==> config.mk <==
export PLATFORM = sky130hd
export DESIGN_NAME = l1ss_dpc_regs
export DESIGN_NICKNAME = d
export VERILOG_FILES = /design/src/capregs_pkg.sv /design/src/l1ss_dpc_regs.sv
export SDC_FILE = /design/constraint.sdc
export NUM_CORES = 1
export LEC_CHECK = 0
export BUFFER_PORTS_ARGS = -buffer_cell sky130_fd_sc_hd__buf_2
export CAP_MARGIN = 20
export CORE_MARGIN = 3
export CORE_UTILIZATION = 37
export DETAILED_ROUTE_END_ITERATION = 7
export PLACE_DENSITY = 0.79
export SKIP_LAST_GASP = 1
export SYNTH_ARGS = -nofsm -noshare
export SYNTH_HDL_FRONTEND = slang
export SYNTH_SLANG_ARGS = --single-unit
==> constraint.sdc <==
create_clock -name clock -period 1.65 [get_ports clock]
set_input_delay 0.165 -clock clock [delete_from_list [all_inputs] [get_ports clock]]
set_output_delay 0.165 -clock clock [all_outputs]
set_load 0.01 [all_outputs]
==> src/capregs_pkg.sv <==
package capregs_pkg;
    // configuration-space byte offsets of this slice
    localparam logic [11:0] L1SS_HDR_OFF = 12'h240;
    localparam logic [11:0] L1SS_CAP_OFF = 12'h244;
    localparam logic [11:0] L1SS_CTL1_OFF = 12'h248;
    localparam logic [11:0] L1SS_CTL2_OFF = 12'h24c;
    localparam logic [11:0] DPC_HDR_OFF = 12'h250;
    localparam logic [11:0] DPC_CAP_OFF = 12'h254;

    // extended capability header fields
    localparam logic [15:0] L1SS_CAP_ID = 16'h001e;
    localparam logic [15:0] DPC_CAP_ID = 16'h001d;
    localparam logic [3:0] CAP_VERSION = 4'h1;
    localparam logic [11:0] PTR_UPSTREAM = 12'h260;
    localparam logic [11:0] PTR_DOWNSTREAM = 12'h250;
    localparam logic [11:0] PTR_END = 12'h000;

    // bit positions in the capability register; bits 1 and 3 are shared with control 1
    localparam int PM_L11_BIT = 1;
    localparam int ASPM_L11_BIT = 3;
    localparam int L1SS_SUP_BIT = 4;

    // reset values and fixed read values
    localparam logic PM_L11_SUP_RST = 1'h1;
    localparam logic ASPM_L11_SUP_RST = 1'h0;
    localparam logic L1SS_SUP_RST = 1'h1;
    localparam logic ENABLE_RST = 1'h0;
    localparam logic [4:0] DPC_MSG_NUM = 5'h01;
    localparam logic [31:0] ZERO_WORD = 32'h0000_0000;
endpackage

==> src/l1ss_dpc_regs.sv <==
// Operation
// - L1 substates header bits 15:0 read 001Eh, fixed.
// - each header in this slice reports version 1h in bits 19:16.
// - L1 substates next pointer is 260h upstream, 250h downstream.
// - PCI-PM L1.1 supported bit reads 1 at reset; only EEPROM changes it.
// - ASPM L1.1 supported bit reads 0 at reset; sideband or EEPROM change it.
// - L1 substates supported bit reads 1 at reset; EEPROM changes it.
// - control 1 bit 1 is writable PCI-PM L1.1 enable, resets to 0.
// - control 1 bit 3 is writable ASPM L1.1 enable, resets to 0.
// - downstream ports expose a containment header with ID 001Dh.
// - containment header next pointer reads 000h, ending the list.
// - containment capability bits 4:0 read message number 00001b.
`timescale 1ns/1ps
module l1ss_dpc_regs (
    // clock and reset
    input wire logic clock,
    input wire logic rst_n,
    input wire logic clk_en,
    // port role strap, high for a downstream port
    input wire logic downstream_strap,
    // configuration access
    input wire logic cfg_req,
    input wire logic cfg_write,
    input wire logic [11:0] cfg_addr,
    input wire logic [3:0] cfg_be,
    input wire logic [31:0] cfg_wdata,
    output logic cfg_ack,
    output logic cfg_hit,
    output logic [31:0] cfg_rdata,
    // eeprom autoload of capability defaults
    input wire logic eeprom_load,
    input wire logic eeprom_pm_l11_sup,
    input wire logic eeprom_aspm_l11_sup,
    input wire logic eeprom_l1ss_sup,
    // smbus or i2c sideband override
    input wire logic sideband_load,
    input wire logic sideband_aspm_l11_sup,
    // enables toward the link power logic
    output logic pm_l11_enable,
    output logic aspm_l11_enable
);
    logic [2:0] strap_sync_q;
    logic strap_done_q;
    logic downstream_q;
    logic pm_l11_sup_q;
    logic aspm_l11_sup_q;
    logic l1ss_sup_q;
    logic pm_l11_en_q;
    logic aspm_l11_en_q;
    logic cfg_ack_q;
    logic cfg_hit_q;
    logic [31:0] cfg_rdata_q;
    logic [31:0] rd_d;
    logic hit_d;
    logic take;

    assign take = clk_en && cfg_req;

    function automatic logic [31:0] cap_header(
        input logic [15:0] id,
        input logic [11:0] ptr
    );
        cap_header = {ptr, capregs_pkg::CAP_VERSION, id};
    endfunction

    function automatic logic [31:0] bit_word(
        input logic pm_bit,
        input logic aspm_bit
    );
        logic [31:0] w;
        w = capregs_pkg::ZERO_WORD;
        w[capregs_pkg::PM_L11_BIT] = pm_bit;
        w[capregs_pkg::ASPM_L11_BIT] = aspm_bit;
        bit_word = w;
    endfunction

    // the strap pin is not timed to the core clock; the chain runs under
    // reset too, so it has settled by the time reset lets go
    always_ff @(posedge clock) begin
        if (clk_en) begin
            strap_sync_q <= {strap_sync_q[1:0], downstream_strap};
        end
    end

    // the strap is caught once after reset release, never under reset
    always_ff @(posedge clock or negedge rst_n) begin
        if (!rst_n) begin
            strap_done_q <= 1'b0;
            downstream_q <= 1'b0;
        end else if (clk_en && !strap_done_q &&
                     strap_sync_q[2] == strap_sync_q[1]) begin
            strap_done_q <= 1'b1;
            downstream_q <= strap_sync_q[2];
        end
    end

    // capability defaults; eeprom wins over sideband in the same cycle
    // because autoload is the later, board-level configuration
    always_ff @(posedge clock or negedge rst_n) begin
        if (!rst_n) begin
            pm_l11_sup_q <= capregs_pkg::PM_L11_SUP_RST;
            aspm_l11_sup_q <= capregs_pkg::ASPM_L11_SUP_RST;
            l1ss_sup_q <= capregs_pkg::L1SS_SUP_RST;
        end else if (clk_en) begin
            if (eeprom_load) begin
                pm_l11_sup_q <= eeprom_pm_l11_sup;
                aspm_l11_sup_q <= eeprom_aspm_l11_sup;
                l1ss_sup_q <= eeprom_l1ss_sup;
            end else if (sideband_load) begin
                aspm_l11_sup_q <= sideband_aspm_l11_sup;
            end
        end
    end

    // control 1: only bits 1 and 3 hold state, the rest is dropped
    always_ff @(posedge clock or negedge rst_n) begin
        if (!rst_n) begin
            pm_l11_en_q <= capregs_pkg::ENABLE_RST;
            aspm_l11_en_q <= capregs_pkg::ENABLE_RST;
        end else if (take && cfg_write && cfg_be[0] &&
                     cfg_addr == capregs_pkg::L1SS_CTL1_OFF) begin
            pm_l11_en_q <= cfg_wdata[capregs_pkg::PM_L11_BIT];
            aspm_l11_en_q <= cfg_wdata[capregs_pkg::ASPM_L11_BIT];
        end
    end

    // read decode; containment words vanish on the upstream port
    always_comb begin
        rd_d = capregs_pkg::ZERO_WORD;
        hit_d = 1'b1;
        if (cfg_addr == capregs_pkg::L1SS_HDR_OFF) begin
            rd_d = cap_header(capregs_pkg::L1SS_CAP_ID,
                downstream_q ? capregs_pkg::PTR_DOWNSTREAM
                             : capregs_pkg::PTR_UPSTREAM);
        end else if (cfg_addr == capregs_pkg::L1SS_CAP_OFF) begin
            rd_d = bit_word(pm_l11_sup_q, aspm_l11_sup_q);
            rd_d[capregs_pkg::L1SS_SUP_BIT] = l1ss_sup_q;
        end else if (cfg_addr == capregs_pkg::L1SS_CTL1_OFF) begin
            rd_d = bit_word(pm_l11_en_q, aspm_l11_en_q);
        end else if (cfg_addr == capregs_pkg::L1SS_CTL2_OFF) begin
            rd_d = capregs_pkg::ZERO_WORD;
        end else if (downstream_q &&
                     cfg_addr == capregs_pkg::DPC_HDR_OFF) begin
            rd_d = cap_header(capregs_pkg::DPC_CAP_ID,
                capregs_pkg::PTR_END);
        end else if (downstream_q &&
                     cfg_addr == capregs_pkg::DPC_CAP_OFF) begin
            rd_d = 32'(capregs_pkg::DPC_MSG_NUM);
        end else begin
            hit_d = 1'b0;
        end
    end

    // one-cycle answer; write answers return zero data
    always_ff @(posedge clock or negedge rst_n) begin
        if (!rst_n) begin
            cfg_ack_q <= 1'b0;
            cfg_hit_q <= 1'b0;
            cfg_rdata_q <= capregs_pkg::ZERO_WORD;
        end else if (clk_en) begin
            cfg_ack_q <= cfg_req;
            if (cfg_req) begin
                cfg_hit_q <= hit_d;
                cfg_rdata_q <= cfg_write ? capregs_pkg::ZERO_WORD : rd_d;
            end
        end
    end

    assign cfg_ack = cfg_ack_q;
    assign cfg_hit = cfg_hit_q;
    assign cfg_rdata = cfg_rdata_q;
    assign pm_l11_enable = pm_l11_en_q;
    assign aspm_l11_enable = aspm_l11_en_q;
endmodule

### Yosys cells after proc, flatten, opt, wreduce, memory -nomap -nowiden

Cells that the tools add are included.

* muxes and demuxes: 16
* reductions and logical operators: 13
* equal/unequal tests: 7

Operators with widths (count)
* equality test 12 x 10 -> 1 bit (second input constant): 6
* two-way mux 17 bit: 4
* two-way mux 32 bit: 1
* two-way mux 30 bit: 1
* two-way mux 1 bit: 9
* logical AND 1 bit: 8
* two-way mux 6 bit: 1
* AND reduction 2 bit: 3
* nonzero test 2 bit: 1
* equality test 1 bit: 1
* zero test 1 bit: 1

* register bits after elaboration: 44
* logic and storage cells: 47
* input bits: 60

### Logic depth before layout (Yosys ltp)

Gate-level depths: netlist of the first run.

* word-level depth: 9
* mapped depth: 5

### Least setup slack after synthesis of the first run

OpenSTA, ideal clock, no wires.

* path type: input -> register
* start: in cfg_addr[0]
* end: reg aspm_l11_en_q, in the netlist aspm_l11_enable
* stages on the path: 4
* arrival: 1.396 ns
* slack: 0.129 ns
* setup time: 0.125 ns
* path buffers: 0
* data required time: 1.525 ns
* cell sequence: nor4b_4 -> nand3_2 -> or4_4 -> mux2_4

* cells in the longest elaborated chain, start to end: 2

Ends and longest elaborated chain
* start: declaration: RTL line l1ss_dpc_regs.sv:24 `input wire logic [11:0] cfg_addr,`
* equality test 12 x 10 -> 1 bit: RTL line l1ss_dpc_regs.sv:121 `cfg_addr == capregs_pkg::L1SS_CTL1_OFF) begin`
* logical AND 1 bit: RTL line l1ss_dpc_regs.sv:120 `end else if (take && cfg_write && cfg_be[0] &&`
* end signal: assignment: RTL line l1ss_dpc_regs.sv:119 `aspm_l11_en_q <= capregs_pkg::ENABLE_RST;`
* end signal: assignment: RTL line l1ss_dpc_regs.sv:123 `aspm_l11_en_q <= cfg_wdata[capregs_pkg::ASPM_L11_BIT];`
* end: declaration: RTL line l1ss_dpc_regs.sv:49 `logic aspm_l11_en_q;`

Every way passes these cells.
A chain may end at the register's enable or synchronous reset.

### Worst setup path after layout of the first run

* start: in cfg_addr[0]
* end: reg pm_l11_en_q, in the netlist pm_l11_enable

* cells in the longest elaborated chain, start to end: 2

Ends and longest elaborated chain
* equality test 12 x 10 -> 1 bit: RTL line l1ss_dpc_regs.sv:121
* logical AND 1 bit: RTL line l1ss_dpc_regs.sv:120
* end signal: assignment: RTL line l1ss_dpc_regs.sv:118 `pm_l11_en_q <= capregs_pkg::ENABLE_RST;`
* end signal: assignment: RTL line l1ss_dpc_regs.sv:122 `pm_l11_en_q <= cfg_wdata[capregs_pkg::PM_L11_BIT];`
* end: declaration: RTL line l1ss_dpc_regs.sv:48 `logic pm_l11_en_q;`

Every way passes these cells.

==> results.rst, run 1 <==
.. list-table::
   :header-rows: 1

   * - Metric
     - Value
   * - Final setup skew
     - 2.52 ps
   * - RSZ-0062 raised after global routing
     - false
   * - Number of buffers added to fix hold violations after cts
     - 1
   * - Fraction of final layout cells sized beyond drive strength 1
     - 0.401
   * - Top cells by area in the synthesized netlist
     - dfrtp_1 (34%), buf_4 (16%), edfxtp_1 (8.2%)
   * - Per-instance average area after synthesis
     - 10.7 um2
   * - Most area-hungry cell type in the Yosys netlist
     - dfrtp_1
   * - Async set-or-reset flop fraction in the synthesized netlist
     - 0.850
   * - RePlAce Congestion
     - 0.832
   * - Floorplan core area
     - 2780 um2
   * - Maximum capacitance violations
     - 0
   * - Type of element launching the critical path
     - primary input
   * - Cell chain of the critical path
     - buf_2, nor4b_4, nand3_2, or4_4, mux2_4
   * - Setup WS pre-CTS
     - -27.0 ps
   * - Horiz. Die Dim
     - 60.4 um
   * - Maximum number of pins on one net before global-route repair
     - 18
   * - CP Capture Type
     - flip-flop
   * - Vias after detailed routing
     - 832
   * - Crit Path Category
     - in -> reg
   * - Number of DRC violations after detailed-routing iteration 0
     - 11
   * - Worst vdd rail ir drop
     - 0.000597 V
   * - Leakage Power
     - 0.702 nW
   * - Summed instance area of the synthesized netlist
     - 1090 um2
   * - Required time worst endpoint
     - 1850 ps
   * - Period utilisation layout
     - 0.812
   * - Syn Inst Count
     - 102
   * - Routed wire per std cell
     - 11.6 um
   * - Post-Route Setup TNS
     - 0 ps
   * - HPWL after DPL
     - 1760 um
   * - Met3 Resource Use GR
     - 0.0255
   * - Sequential share of the synthesized area
     - 0.474
   * - Met2 track demand over resource
     - 0.208
   * - Worst Path Arrival
     - 1540 ps
   * - Clock slew at reported path FFs
     - 110 ps
   * - Antenna violation net count after detailed routing
     - 0
   * - Clock root buffer
     - clkbuf_4
   * - Number of hold violations in the final report
     - 0
   * - TritonCTS clock tree
     - done
   * - GR Util met1
     - 0.162
   * - Starting density of the core
     - 0.393
   * - Antenna violations before repair
     - 0
   * - EDFF count, synth
     - 3
   * - Num Clock Sinks
     - 20
   * - DRC Markers
     - 0
   * - Total of flip-flops plus latches after synthesis
     - 20
   * - Final global-route overflow total
     - 0
   * - Count of final max-slew check failures
     - 0
   * - Number of primary I/O pins
     - 96
   * - Wire length reported by the detailed router
     - 2070 um
   * - Setup slack after layout
     - 310 ps
   * - Top flip-flop cell by instance count after synthesis
     - dfrtp_1
   * - Number of resized instances in the post-cts repair step
     - 0
   * - Worst path slowest cell
     - or4_4
   * - Buffer count from post-CTS setup fixing
     - 0
   * - Filler cell count
     - 274
   * - Iteration count of the initial detailed-routing pass
     - 4
   * - Total number of nets in the final design
     - 208
   * - Number of unique standard cell types used by synthesis
     - 33
   * - Worst-Skew Late Latency
     - 300 ps
   * - Number of inserted diodes
     - 0
   * - Crit-path max FO
     - 2
   * - Die ar.
     - 3640 um2
   * - Yosys synthesis warning count
     - 0
   * - Layer with the highest usage after global routing
     - met2
   * - PD cells
     - 798 nW/um2
   * - Final total power
     - 1.06 mW
   * - Area share of the largest cell type after synthesis
     - 0.343
   * - Signed area change from the synthesized netlist to the final layout
     - 21.1%
   * - Vias per cell
     - 4.67
   * - Total clock buffers created by CTS
     - 3
   * - Maximum clock frequency
     - 0.746 GHz
   * - Number of placement rows
     - 19
   * - Count of port buffers added during placement
     - 40
   * - Buffer levels on the longest clock path
     - 2
   * - Hold crit path type
     - in -> reg
   * - Number of levels the H-tree was split into
     - 1
   * - Number of setup violations in the final report
     - 0
   * - Vertical die dimension
     - 60.4 um
   * - Critical path's largest stage delay
     - 550 ps
   * - Most frequent cell after synthesis
     - buf_4
   * - Leading cell types by count after synthesis
     - buf_4 (24), dfrtp_1 (15), nand2_1 (9)
   * - Number of global-route vias before repair
     - 805
   * - Global-route usage over all layers
     - 0.126
   * - Global-route wire length before repair
     - 3430 um
   * - Status
     - completed
   * - Clock period minus worst slack
     - 1340 ps
## cell usage in the layout (no fill, tap or decap), types with 2 or more instances in the layout
cell and n:
dfrtp_1 15, nor2b_1 2, inv_1 4, dfstp_2 2
buf_2 40, nand2_1 9, conb_1 22, a32o_1 3
mux2_4 2, o21ai_0 5, nand3b_1 2, a21o_1 2
edfxtp_1 3, buf_4 5, mux2_2 2, a21oi_1 5
clkbuf_4 3, a22o_1 3
## routing by layer
layer / vias to the layer above / part of all wire / wire length [um]
li1: 408 / - / -
met1: 382 / 0.42 / 870
met2: 42 / 0.49 / 1000
met3: 0 / 0.093 / 192
met4: 0 / 0 / 0
met5: - / 0 / 0
## flip-flops by register name (all words and copies together) (netlist names)
name and count:
cfg_rdata 8, l1ss_sup_q 1, strap_sync_q 3, downstream_q 1, pm_l11_sup_q 1, strap_done_q 1
aspm_l11_enable 1, aspm_l11_sup_q 1, cfg_hit 1, cfg_ack 1, pm_l11_enable 1
## worst max-delay path: cells and delay by family
family,cells,cell delay (ps)
buffers and inverters,1,110
AND/OR/NAND/NOR,3,950
multiplexers,1,310
## through the flow
| step | utilization | hold WS [ps] | cell area [um2] | cells |
|---|---|---|---|---|
| after floorplan | - | -131 | 1170 | 123 |
| final | 0.476 | 37.3 | 1320 | 178 |
| after detailed placement | 0.453 | 107 | 1260 | 173 |
| after CTS | 0.476 | 22.1 | 1320 | 178 |
| after global placement | 0.453 | 94.7 | 1260 | 173 |
| after global routing | 0.476 | 14.4 | 1320 | 178 |
## final cells by class
class	count	area, um2	share of cell area
Multi-Input combinational cell	73	452	0.341
Timing Repair Buffer	46	248	0.187
Tap cell	31	38.8	0.0293
Clock inverter	1	30.0	0.0227
Clock buffer	3	22.5	0.0170
Sequential cell	20	518	0.391
Inverter	4	15.0	0.0113
## worst paths after layout
path / cells past startpoint / slack (ps) / to / from
setup / recovery: 5 / 310 / pm_l11_enable / cfg_addr[0]
min in group asynchronous: 2 / 310 / aspm_l11_sup_q / rst_n
max in group asynchronous: 2 / 1040 / pm_l11_sup_q / rst_n
hold / removal: 1 / 40 / strap_sync_q[0] / downstream_strap
setup reg to reg: 3 / 430 / downstream_q / strap_sync_q[1]
hold reg to reg: 0 / 450 / strap_sync_q[1] / strap_sync_q[0]
## cell families after synthesis
family          Yosys count  synth area share
simple gates             26             0.158
compound gates           20             0.124
xor+xnor                  1           0.00801
buf+inv                  30             0.185
other cells               1           0.00343
mux                       4            0.0481
flops                    20             0.474
## power by group
part           switching (mW)  internal (mW)
clock network           0.149          0.245
registers             0.00967          0.524
logic                  0.0747         0.0525
(Power assumes the default switching activity.)
==> run 2: changes to the inputs <==
--- a/config.mk
+++ b/config.mk
@@ -5,12 +5,13 @@
 export SDC_FILE = /design/constraint.sdc
 export NUM_CORES = 1
 export LEC_CHECK = 0
+export ABC_AREA = 1
 export BUFFER_PORTS_ARGS = -buffer_cell sky130_fd_sc_hd__buf_2
 export CAP_MARGIN = 20
 export CORE_MARGIN = 3
-export CORE_UTILIZATION = 37
+export CORE_UTILIZATION = 36
 export DETAILED_ROUTE_END_ITERATION = 7
-export PLACE_DENSITY = 0.79
+export PLACE_DENSITY = 0.77
 export SKIP_LAST_GASP = 1
 export SYNTH_ARGS = -nofsm -noshare
 export SYNTH_HDL_FRONTEND = slang
==> constraint.sdc (replaced) <==
create_clock -name clock -period 1.09 [get_ports clock]
set_input_delay 0.109 -clock clock [delete_from_list [all_inputs] [get_ports clock]]
set_output_delay 0.109 -clock clock [all_outputs]
set_load 0.01 [all_outputs]
==> run 2 against run 1 <==
Against the previous run:
- sequential share of layout area fell by 4.0 points
- critical path depth fell by 4
- sequential cell count did not move
- clock power fell by 7.1%
- synthesized area rose by 14%
- via count rose by 20%
- worst hold slack got worse by 2.5 ps
- non-clock buffer count did not move
- wire length rose by 6.7%
- synthesized cell count rose by 53%
- global-route usage fell by 1.5 points
- largest power group unchanged
==> results.rst, run 2 <==
.. list-table::
   :header-rows: 1

   * - Metric
     - Value
   * - Worst vdd rail ir drop
     - 0.000667 V (+12%)
   * - Post-Route Setup TNS
     - 0 ps (unchanged)
   * - Most frequent cell after synthesis
     - nand2_1
   * - Hold crit path type
     - in -> reg
   * - Total of flip-flops plus latches after synthesis
     - 20 (unchanged)
   * - Vertical die dimension
     - 64.8 um (+7.3%)
   * - Largest delay share family, worst path
     - flip-flops
   * - Antenna violation net count after detailed routing
     - 0 (unchanged)
   * - Summed instance area of the synthesized netlist
     - 1240 um2 (+14%)
   * - Buffer count from post-CTS setup fixing
     - 0 (unchanged)
   * - Total number of nets in the final design
     - 264 (+27%)
   * - Clock slew at reported path FFs
     - 110 ps (about the same)
   * - Post-synthesis simple-gate area fraction
     - 0.297 (+0.139)
   * - Critical path buffer and inverter count
     - 1 (unchanged)
   * - Global-route wire length before repair
     - 3640 um (+6.0%)
   * - Clock period minus worst slack
     - 960 ps
   * - Most frequent cells in the layout
     - buf_2 (40), nand2_1 (33), conb_1 (22), inv_1 (21), nor2_1 (20)
   * - EDFF count, synth
     - 3 (unchanged)
   * - Number of placement rows
     - 20 (+1)
   * - Adder-cell share of the synthesized area
     - 0 (unchanged)
   * - Crit Path Category
     - reg -> out
   * - Maximum number of pins on one net before global-route repair
     - 18 (unchanged)
   * - Worst Path Arrival
     - 850 ps (-690 ps)
   * - Iteration count of the initial detailed-routing pass
     - 5 (+1)
   * - Vias after detailed routing
     - 998 (+20%)
   * - Number of inserted diodes
     - 0 (unchanged)
   * - Final total power
     - 1.40 mW (+32%)
   * - Fraction of final layout cells sized beyond drive strength 1
     - 0.310 (-0.0910)
   * - Global-route usage over all layers
     - 0.110 (-0.0150)
   * - CP Capture Type
     - output pin
   * - Area share of the largest cell type after synthesis
     - 0.302 (-0.0414)
   * - Final setup skew
     - 5.57 ps (+3.05 ps)
   * - Cell chain of the critical path
     - buf_2
   * - Horiz. Die Dim
     - 64.8 um (+7.3%)
   * - Max reg flops
     - 8 (unchanged)
   * - Async set-or-reset flop fraction in the synthesized netlist
     - 0.850 (unchanged)
   * - Required time worst endpoint
     - 980 ps (-870 ps)
   * - HPWL after DPL
     - 1860 um (+5.8%)
   * - Sequential share of the synthesized area
     - 0.416 (-0.0572)
   * - Number of DRC violations after detailed-routing iteration 0
     - 46 (+35)
   * - Number of primary I/O pins
     - 96 (unchanged)
   * - Worst path slowest cell
     - dfrtp_1
   * - Routed wire per std cell
     - 8.92 um (-23%)
   * - Worst-Skew Late Latency
     - 300 ps (about the same)
   * - Yosys synthesis warning count
     - 0 (unchanged)
   * - RSZ-0062 raised after global routing
     - false
   * - RePlAce Congestion
     - 0.752 (-9.6%)
   * - Num Clock Sinks
     - 20 (unchanged)
   * - Leakage Power
     - 0.847 nW (+21%)
   * - Starting density of the core
     - 0.391 (-0.00182)
   * - Post-synthesis compound-gate area fraction
     - 0.0423 (-0.0813)
   * - Clock root buffer
     - clkbuf_4
   * - Maximum capacitance violations
     - 0 (unchanged)
   * - Most frequent standard cell in the layout excluding fill and tap cells
     - buf_2
   * - Critical path's largest stage delay
     - 410 ps (-140 ps)
   * - Buffer levels on the longest clock path
     - 2 (unchanged)
   * - Leading cell types by count after synthesis
     - nand2_1 (33), buf_4 (24), inv_1 (21)
   * - Number of hold violations in the final report
     - 0 (unchanged)
   * - Crit-path max FO
     - 3 (+1)
   * - Count of port buffers added during placement
     - 40 (unchanged)
   * - Reg-to-reg slack, setup
     - 130 ps (-300 ps)
   * - Top flip-flop cell by instance count after synthesis
     - dfrtp_1
   * - Type of element launching the critical path
     - flip-flop
   * - Status
     - completed
   * - DRC Markers
     - 0 (unchanged)
   * - Final global-route overflow total
     - 0 (unchanged)
   * - Number of levels the H-tree was split into
     - 1 (unchanged)
   * - Die ar.
     - 4200 um2 (+15%)
   * - Syn Inst Count
     - 156 (+53%)
   * - Count of final max-slew check failures
     - 0 (unchanged)
   * - Antenna violations before repair
     - 0 (unchanged)
   * - Signed area change from the synthesized netlist to the final layout
     - 18.5%
   * - Combinational family with the most area after synthesis
     - simple AND/OR/NAND/NOR gates
   * - PD cells
     - 949 nW/um2 (+19%)
   * - Maximum clock frequency
     - 1.04 GHz
   * - Share of the synthesized netlist area taken by xor and xnor gates
     - 0 (-0.00801)
   * - Number of setup violations in the final report
     - 0 (unchanged)
   * - Total clock buffers created by CTS
     - 3 (unchanged)
   * - Post-route cell area
     - 1470 um2 (+11%)
   * - Number of global-route vias before repair
     - 849 (+5.5%)
   * - DP Area
     - 1430 um2 (+13%)
   * - Vias per cell
     - 4.04 (-14%)
   * - Period utilisation layout
     - 0.881
   * - Most area-hungry cell type in the Yosys netlist
     - dfrtp_1
   * - Top cells by area in the synthesized netlist
     - dfrtp_1 (30%), buf_4 (14%), nand2_1 (10%)
   * - Floorplan core area
     - 3180 um2 (+14%)
   * - TritonCTS clock tree
     - done
   * - Number of unique standard cell types used by synthesis
     - 24 (-27%)
   * - Per-instance average area after synthesis
     - 7.97 um2 (-26%)
   * - Wire length reported by the detailed router
     - 2200 um (+6.7%)
   * - Share of cell area taken by muxes after synthesis
     - 0.0262 (-0.0219)
run 2: changes by cell type in the layout (fill, tap and decap cells not counted), moves of 4 or more:
cell     delta
nand3_1     +9
o21ai_0     -4
nor2_1     +19
inv_1      +17
nand2_1    +24
run 2: metrics by stage:
step | worst slack, ps | hold WS [ps] | util | cells
floorplan | 205 | -187 | - | 177
global placement | 50.9 | 44.9 | 0.449 | 241
detailed placement | 50.6 | 51.6 | 0.449 | 241
CTS | 106 | 26.3 | 0.464 | 247
global route | 9.27 | 34.8 | 0.464 | 247
finish | 130 | 34.8 | 0.464 | 247
run 2: area by class of cell:
type	instances	area, um2
sequential	20	518
timing repair buffer	46	250
clock buffer	4	26.3
fill	348	1700
multi-input combinational	110	537
tap	44	55.1
inverter	23	87.6
run 2: kinds of logic after synthesis:
| kind of cell | after synthesis |
|---|---|
| and+or+nand+nor | 75 |
| buffers and inverters | 47 |
| DFF | 20 |
| AOI/OAI and AO/OA | 10 |
| muxes | 3 |
| other | 1 |
run 2: what timing repair did:
action,4_1_cts,5_1_grt
setup endpoints to repair,0,1
hold buffers,2,0
endpoints found under the hold margin,16,0
gates resized for setup,0,1
run 2: power breakdown:
group          total (mW)  internal, mW  switching, mW  leakage (nW)
combinational       0.218        0.0844          0.134         0.594
clock               0.367         0.143          0.224        0.0150
sequential          0.814         0.798         0.0153         0.238
total                1.40          1.03          0.373         0.847
run 2: worst paths after layout:
path	from	to	cells past startpoint
max	cfg_rdata[26]	cfg_rdata[29]	1
min	eeprom_pm_l11_sup	pm_l11_sup_q	2
max reg2reg	strap_sync_q[1]	downstream_q	4
min reg2reg	strap_sync_q[0]	strap_sync_q[1]	0
max in group asynchronous	rst_n	l1ss_sup_q	2
min in group asynchronous	rst_n	strap_done_q	2
run 2: per-layer routing:
layer / vias up / share of wire / GRT usage
li1: 534 / - / -
met1: 424 / 0.44 / 0.150
met2: 38 / 0.47 / 0.170
met3: 2 / 0.083 / 0.0381
met4: 0 / 0.0054 / 0.0237
met5: - / 0 / 0
